[config.mk]
export PLATFORM = sky130hd
export DESIGN_NAME = autosave_mode_sequence_control
export DESIGN_NICKNAME = d
export VERILOG_FILES = /design/src/design/sram_read_cycle.v /design/src/design/autosave_mode_sequence_control.v
export VERILOG_INCLUDE_DIRS = /design/src /design/src/design
export SDC_FILE = /design/constraint.sdc
export NUM_CORES = 1
export LEC_CHECK = 0
export BUFFER_PORTS_ARGS = -buffer_cell sky130_fd_sc_hd__buf_2
export CAP_MARGIN = 20
export CORE_MARGIN = 2
export CORE_UTILIZATION = 55
export CTS_BUF_LIST = sky130_fd_sc_hd__clkbuf_16
export DETAILED_ROUTE_END_ITERATION = 8
export GPL_TIMING_DRIVEN = 0
export PLACE_DENSITY = 0.78
export SETUP_SLACK_MARGIN = 0.5
export SLEW_MARGIN = 25
export SYNTH_ARGS = -nofsm -noshare
export SYNTH_HDL_FRONTEND = slang
export SYNTH_HIERARCHICAL = 1
export SYNTH_SLANG_ARGS = --single-unit
[constraint.sdc]
create_clock -name sys_clk_i -period 2.5 [get_ports sys_clk_i]
set_input_delay 0.125 -clock sys_clk_i [delete_from_list [all_inputs] [get_ports sys_clk_i]]
set_output_delay 0.125 -clock sys_clk_i [all_outputs]
set_load 0.01 [all_outputs]
[src/design/autosave_ctrl_consts.vh]
// constants for the autosave mode sequence controller
`ifndef AUTOSAVE_CTRL_CONSTS_VH
`define AUTOSAVE_CTRL_CONSTS_VH
`define SEQ_ADDR_0 17'h04e38
`define SEQ_ADDR_1 17'h0b1c7
`define SEQ_ADDR_2 17'h083e0
`define SEQ_ADDR_3 17'h07c1f
`define SEQ_ADDR_4 17'h0703f
`define SEQ_ADDR_OFF 17'h08b45
`define SEQ_ADDR_ON 17'h04b46
`define SEQ_ADDR_STORE 17'h08fc0
`define ADDR_W 17
`define DATA_W 8
`define CLK_PERIOD_NS 4
`define T_SETUP_NS 10
`define T_STROBE_NS 45
`define T_RECOVER_NS 20
`define T_SETUP_CYC ((`T_SETUP_NS + `CLK_PERIOD_NS - 1) / `CLK_PERIOD_NS)
`define T_STROBE_CYC ((`T_STROBE_NS + `CLK_PERIOD_NS - 1) / `CLK_PERIOD_NS)
`define T_RECOVER_CYC ((`T_RECOVER_NS + `CLK_PERIOD_NS - 1) / `CLK_PERIOD_NS)
`endif

[src/design/sram_read_cycle.v]
// one chip-select framed sram read or write cycle with fixed timing
`timescale 1ns/1ps
`include "autosave_ctrl_consts.vh"
module sram_read_cycle #(
    parameter AW = `ADDR_W,
    parameter DW = `DATA_W,
    parameter [7:0] SETUP_CYC = `T_SETUP_CYC,
    parameter [7:0] STROBE_CYC = `T_STROBE_CYC,
    parameter [7:0] RECOVER_CYC = `T_RECOVER_CYC
) (
    input wire sys_clk_i,
    input wire rst_b_i,
    input wire start_i,
    input wire wr_i,
    input wire [AW-1:0] addr_i,
    input wire [DW-1:0] wdata_i,
    input wire [DW-1:0] dq_i,
    output reg busy_o,
    output reg done_o,
    output reg [DW-1:0] rdata_o,
    output reg ce_n_o,
    output reg oe_n_o,
    output reg we_n_o,
    output reg [AW-1:0] addr_o,
    output reg [DW-1:0] dq_o,
    output reg dq_oe_o
);
    localparam [1:0] S_IDLE = 2'd0;
    localparam [1:0] S_SETUP = 2'd1;
    localparam [1:0] S_STROBE = 2'd2;
    localparam [1:0] S_REC = 2'd3;
    reg [1:0] state_q;
    reg [7:0] cnt_q;
    reg wr_q;
    always @(posedge sys_clk_i or negedge rst_b_i)
    begin
        if (!rst_b_i)
        begin
            state_q <= S_IDLE;
            cnt_q <= 8'h00;
            wr_q <= 1'b0;
            busy_o <= 1'b0;
            done_o <= 1'b0;
            rdata_o <= {DW{1'b0}};
            ce_n_o <= 1'b1;
            oe_n_o <= 1'b1;
            we_n_o <= 1'b1;
            addr_o <= {AW{1'b0}};
            dq_o <= {DW{1'b0}};
            dq_oe_o <= 1'b0;
        end
        else
        begin
            done_o <= 1'b0;
            case (state_q)
                S_IDLE:
                begin
                    if (start_i)
                    begin
                        // address settles before chip select falls
                        addr_o <= addr_i;
                        wr_q <= wr_i;
                        dq_o <= wdata_i;
                        dq_oe_o <= wr_i;
                        busy_o <= 1'b1;
                        cnt_q <= SETUP_CYC;
                        state_q <= S_SETUP;
                    end
                end
                S_SETUP:
                begin
                    if (cnt_q <= 8'h01)
                    begin
                        ce_n_o <= 1'b0;
                        oe_n_o <= wr_q;
                        we_n_o <= ~wr_q;
                        cnt_q <= STROBE_CYC;
                        state_q <= S_STROBE;
                    end
                    else
                        cnt_q <= cnt_q - 8'h01;
                end
                S_STROBE:
                begin
                    if (cnt_q <= 8'h01)
                    begin
                        rdata_o <= dq_i;
                        ce_n_o <= 1'b1;
                        oe_n_o <= 1'b1;
                        we_n_o <= 1'b1;
                        cnt_q <= RECOVER_CYC;
                        state_q <= S_REC;
                    end
                    else
                        cnt_q <= cnt_q - 8'h01;
                end
                S_REC:
                begin
                    dq_oe_o <= 1'b0;
                    if (cnt_q <= 8'h01)
                    begin
                        busy_o <= 1'b0;
                        done_o <= 1'b1;
                        state_q <= S_IDLE;
                    end
                    else
                        cnt_q <= cnt_q - 8'h01;
                end
                default:
                    state_q <= S_IDLE;
            endcase
        end
    end
endmodule

[src/design/autosave_mode_sequence_control.v]
// host controller issuing autosave on/off read sequences and plain accesses
`timescale 1ns/1ps
`include "autosave_ctrl_consts.vh"
module autosave_mode_sequence_control #(
    parameter AW = `ADDR_W,
    parameter DW = `DATA_W
) (
    input wire sys_clk_i,
    input wire rst_b_i,
    input wire mode_req_i,
    input wire mode_on_i,
    input wire acc_req_i,
    input wire acc_wr_i,
    input wire [AW-1:0] acc_addr_i,
    input wire [DW-1:0] acc_wdata_i,
    input wire hw_save_busy_n_i,
    input wire [DW-1:0] dq_i,
    output reg busy_o,
    output reg mode_done_o,
    output reg acc_done_o,
    output reg [DW-1:0] acc_rdata_o,
    output wire ce_n_o,
    output wire oe_n_o,
    output wire we_n_o,
    output wire [AW-1:0] addr_o,
    output wire [DW-1:0] dq_o,
    output wire dq_oe_o
);
    localparam [1:0] S_IDLE = 2'd0;
    localparam [1:0] S_SEQ = 2'd1;
    localparam [1:0] S_ACC = 2'd2;
    reg [1:0] state_q;
    reg [3:0] step_q;
    reg on_q;
    reg issued_q;
    reg rst_s1_q;
    reg rst_s2_q;
    reg cyc_start;
    reg cyc_wr;
    reg [AW-1:0] cyc_addr;
    reg [AW-1:0] seq_addr;
    wire cyc_busy;
    wire cyc_done;
    wire [DW-1:0] cyc_rdata;
    always @(posedge sys_clk_i or negedge rst_b_i)
    begin
        if (!rst_b_i)
        begin
            rst_s1_q <= 1'b0;
            rst_s2_q <= 1'b0;
        end
        else
        begin
            rst_s1_q <= 1'b1;
            rst_s2_q <= rst_s1_q;
        end
    end
    // steps 0-4 prefix, 5 mode address, 6-11 save sequence
    always @*
    begin
        case (step_q)
            4'd0: seq_addr = `SEQ_ADDR_0;
            4'd1: seq_addr = `SEQ_ADDR_1;
            4'd2: seq_addr = `SEQ_ADDR_2;
            4'd3: seq_addr = `SEQ_ADDR_3;
            4'd4: seq_addr = `SEQ_ADDR_4;
            4'd5: seq_addr = on_q ? `SEQ_ADDR_ON : `SEQ_ADDR_OFF;
            4'd6: seq_addr = `SEQ_ADDR_0;
            4'd7: seq_addr = `SEQ_ADDR_1;
            4'd8: seq_addr = `SEQ_ADDR_2;
            4'd9: seq_addr = `SEQ_ADDR_3;
            4'd10: seq_addr = `SEQ_ADDR_4;
            4'd11: seq_addr = `SEQ_ADDR_STORE;
            default: seq_addr = `SEQ_ADDR_0;
        endcase
    end
    always @*
    begin
        cyc_start = 1'b0;
        cyc_wr = 1'b0;
        cyc_addr = seq_addr;
        // no cycle opens while the device holds its busy pin low
        if (state_q == S_SEQ && !issued_q && !cyc_busy && hw_save_busy_n_i)
            cyc_start = 1'b1;
        if (state_q == S_ACC && !issued_q && !cyc_busy && hw_save_busy_n_i)
        begin
            cyc_start = 1'b1;
            cyc_wr = acc_wr_i;
            cyc_addr = acc_addr_i;
        end
    end
    always @(posedge sys_clk_i or negedge rst_s2_q)
    begin
        if (!rst_s2_q)
        begin
            state_q <= S_IDLE;
            step_q <= 4'd0;
            on_q <= 1'b1;
            issued_q <= 1'b0;
            busy_o <= 1'b0;
            mode_done_o <= 1'b0;
            acc_done_o <= 1'b0;
            acc_rdata_o <= {DW{1'b0}};
        end
        else
        begin
            mode_done_o <= 1'b0;
            acc_done_o <= 1'b0;
            case (state_q)
                S_IDLE:
                begin
                    // mode wins; no access can interleave a sequence
                    if (mode_req_i)
                    begin
                        on_q <= mode_on_i;
                        step_q <= 4'd0;
                        issued_q <= 1'b0;
                        busy_o <= 1'b1;
                        state_q <= S_SEQ;
                    end
                    else if (acc_req_i)
                    begin
                        issued_q <= 1'b0;
                        busy_o <= 1'b1;
                        state_q <= S_ACC;
                    end
                end
                S_SEQ:
                begin
                    if (cyc_start)
                        issued_q <= 1'b1;
                    if (cyc_done)
                    begin
                        issued_q <= 1'b0;
                        if (step_q == 4'd11)
                        begin
                            busy_o <= 1'b0;
                            mode_done_o <= 1'b1;
                            state_q <= S_IDLE;
                        end
                        else
                            step_q <= step_q + 4'd1;
                    end
                end
                S_ACC:
                begin
                    if (cyc_start)
                        issued_q <= 1'b1;
                    if (cyc_done)
                    begin
                        acc_rdata_o <= cyc_rdata;
                        acc_done_o <= 1'b1;
                        busy_o <= 1'b0;
                        state_q <= S_IDLE;
                    end
                end
                default:
                    state_q <= S_IDLE;
            endcase
        end
    end
    sram_read_cycle #(
        .AW(AW),
        .DW(DW)
    ) u_cycle (
        .sys_clk_i(sys_clk_i),
        .rst_b_i(rst_s2_q),
        .start_i(cyc_start),
        .wr_i(cyc_wr),
        .addr_i(cyc_addr),
        .wdata_i(acc_wdata_i),
        .dq_i(dq_i),
        .busy_o(cyc_busy),
        .done_o(cyc_done),
        .rdata_o(cyc_rdata),
        .ce_n_o(ce_n_o),
        .oe_n_o(oe_n_o),
        .we_n_o(we_n_o),
        .addr_o(addr_o),
        .dq_o(dq_o),
        .dq_oe_o(dq_oe_o)
    );
endmodule

==> flow_summary.yaml <==
synthesis:
  ys_top_cells_by_area: "dfrtp_1, mux2_2, ha_1"
  netlist_instances: 346
  synthArstFlopShare_pct: 100
  yosysUniqueCellTypes: 63
  synth_top_area_cell: "dfrtp_1"
  syn-cell-area_um2: 3780
  ys_seq_area_share_pct: 47.1
  ys_seq_elements: 71
  synth_edf_count: 0
  syn_nets: 400
  synth_flop_cell: "dfrtp_1"
  postSynthAreaPerCell_um2: 10.9
  yosysWarnings: 6
  synth_top_area_share_pct: 44.3
clocking:
  cts_tree: "built"
  path_clk_slew_ps: 60
  clockBufferDepth: 2
  root_buffer: "clkbuf_16"
  htree_levels: 3
  cts-buffers-inserted: 9
  clock_sinks: 71
  clock_latency_ps: 330
worst_setup_path:
  reg2reg_depth: 10
  timing.rr.end: "u_cycle/cnt_q[2]"
  r2r_setup_slack_ps: 380
  crit_path_max_fanout: 5
  cp_data_arrival_time_ps: 2340
  cp-startpoint: "state_q[1]"
  startpoint_type: "flip-flop"
  rr_startpoint: "state_q[1]"
  end_kind: "flip-flop"
  criticalPathCategory: "reg2reg"
  crit_path_end: "u_cycle/cnt_q[2]"
  cp.required_ps: 2720
routing:
  wl_per_cell_um: 17.0
  drc: 0
  via_per_inst: 5.81
  drt_iter0_markers: 194
  wl_um: 9210
  dr.pass1.iters: 4
  via_count: 3142
  ant_nets: 0
final_layout:
  syn_to_final_growth_pct: 30.8
  diodes: 0
  num-fill-cells: 438
  fin_nets: 510
  seq_area_um2: 1790
  layout-drive-gt1-share_pct: 44.7
  multi_input_area_um2: 1970
  mostFrequentLayoutCell: "buf_2"
  final_cell_mix: "buf_2, dfrtp_1, mux2_2"
  fin_cells: 541
power:
  p_leak_nw: 2.56
  peakVddDrop_v: 0.000450
  pwr_density_cell_nw_per_um2: 498
sta:
  min_period_ps: 2120
  slew_violations: 0
  finalHoldViolations: 0
  finalClockSkew_ps: 6.40
  grt_setup_unrepaired: "yes"
  setup_viol: 0
  finalSetupTns_ps: 0
  max_freq_mhz: 472
  min_period_over_period_pct: 84.8
worst_hold_path:
  holdPathStages: 2
  min-delay-path-class: "in2reg"
die:
  initial_utilization_pct: 56.3
  dieHeight_um: 86.9
  coreArea_um2: 6720
  io_pins: 80
  die-area_um2: 7560
  rows: 30
  fp.dieW_um: 86.9
place:
  place.gp.congestion: 0.883
  dp.cells: 506
  dp_hpwl_um: 5970
  io_buffer_count: 79
global_routing:
  antenna_found_initial: 0
  grt_pass1_wl_um: 14400
  grt_overflow: 0
  grt_max_degree: 48
  grt_pass1_vias: 3059
  gr-usage-all-layers_pct: 24.4
run:
  drv_cap: 0
run_status:
  status: "finished, final reports clean"
==> cells in the mapped netlist (5+ instances only) <==
library cell / number
buf_2: 9
ha_1: 14
a21oi_1: 15
inv_1: 14
dfrtp_1: 67
o22a_1: 8
mux2i_1: 7
nor2_1: 30
o21ai_0: 17
a31oi_1: 5
mux2_2: 43
nand2_1: 27
==> sequential cells by signal, summed over array words and instances, names as in the netlist, 2 cells and up <==
register and count:
acc_rdata_o 8, step_q 4, state_q 2, u_cycle/rdata_o 8, u_cycle/addr_o 17, u_cycle/state_q 2, u_cycle/dq_o 8, u_cycle/cnt_q 8
==> final cells by class <==
class	count	area share (%)
buffer	16	2.45
inverter	14	1.06
clock buffer	9	4.55
sequential	71	36.1
tap	80	2.02
timing repair buffer	99	12.7
multi-input combinational	245	39.8
clock inverter	7	1.24
==> worst max-delay path, stage by stage, from the launching register on <==
cell     delay, ps
dfrtp_1        400
inv_2          100
ha_4           150
buf_6          100
nor2_4          30
or3b_4         380
nor2_4         190
nor2b_4         90
a41oi_4        240
o31ai_1        110
a22o_1         210
==> routing by layer <==
metal / vias to the layer above / share of wire [%] / GRT usage, %
li1: 1473 / - / -
met1: 1552 / 40 / 29.3
met2: 101 / 53 / 42.5
met3: 16 / 4.9 / 4.08
met4: 0 / 1.8 / 11.2
met5: - / 0 / 0
==> per-stage QoR <==
| step | power, W | worst slack [ps] | utilization [%] | cell area (um2) | hold slack, ps |
|---|---|---|---|---|---|
| 6_report | 0.00246 | 380 | 73.6 | 4950 | 20.8 |
| 3_3_place_gp | 0.00124 | 186 | 64.4 | 4330 | -89.6 |
| 3_5_place_dp | 0.00125 | 141 | 64.8 | 4360 | -82.6 |
| 5_1_grt | 0.00253 | 310 | 73.6 | 4950 | 15.4 |
| 2_1_floorplan | 0.00120 | 366 | - | 3830 | -171 |
| 4_1_cts | 0.00248 | 402 | 71.8 | 4820 | 10.9 |
==> cell families after synthesis <==
logic type	share of synthesized area [%]
buf+inv	3.77
simple gates	15.5
other cells	0.0991
xor+xnor	0.463
fa+ha+maj	4.63
mux	15.1
flops	47.1
compound gates	13.4
==> repair_timing <==
| item | in CTS | in global routing |
|---|---|---|
| gates cloned | 0 | 2 |
| pin swaps | 6 | 3 |
| setup buffers | 11 | 5 |
| resized for setup | 14 | 12 |
| endpoints found under the hold margin | 2 | 0 |
| hold buffers | 1 | 0 |
| endpoints found under the setup margin | 32 | 42 |
==> worst min path at each step <==
stage	from	endpoint	slack, ps
2_1_floorplan	rst_b_i	rst_s1_q	-170
3_3_place_gp	rst_b_i	rst_s1_q	-90
3_5_place_dp	rst_b_i	rst_s1_q	-80
4_1_cts	dq_i[7]	u_cycle/rdata_o[7]	10
5_1_grt	dq_i[7]	u_cycle/rdata_o[7]	20
6_report	acc_wdata_i[2]	u_cycle/dq_o[2]	20
==> power breakdown <==
part,total (W),switching (W),internal (W)
logic,0.0000609,0.0000280,0.0000329
registers,0.00117,0.0000106,0.00116
clock network,0.00123,0.000543,0.000691
(Power assumes the default switching activity.)
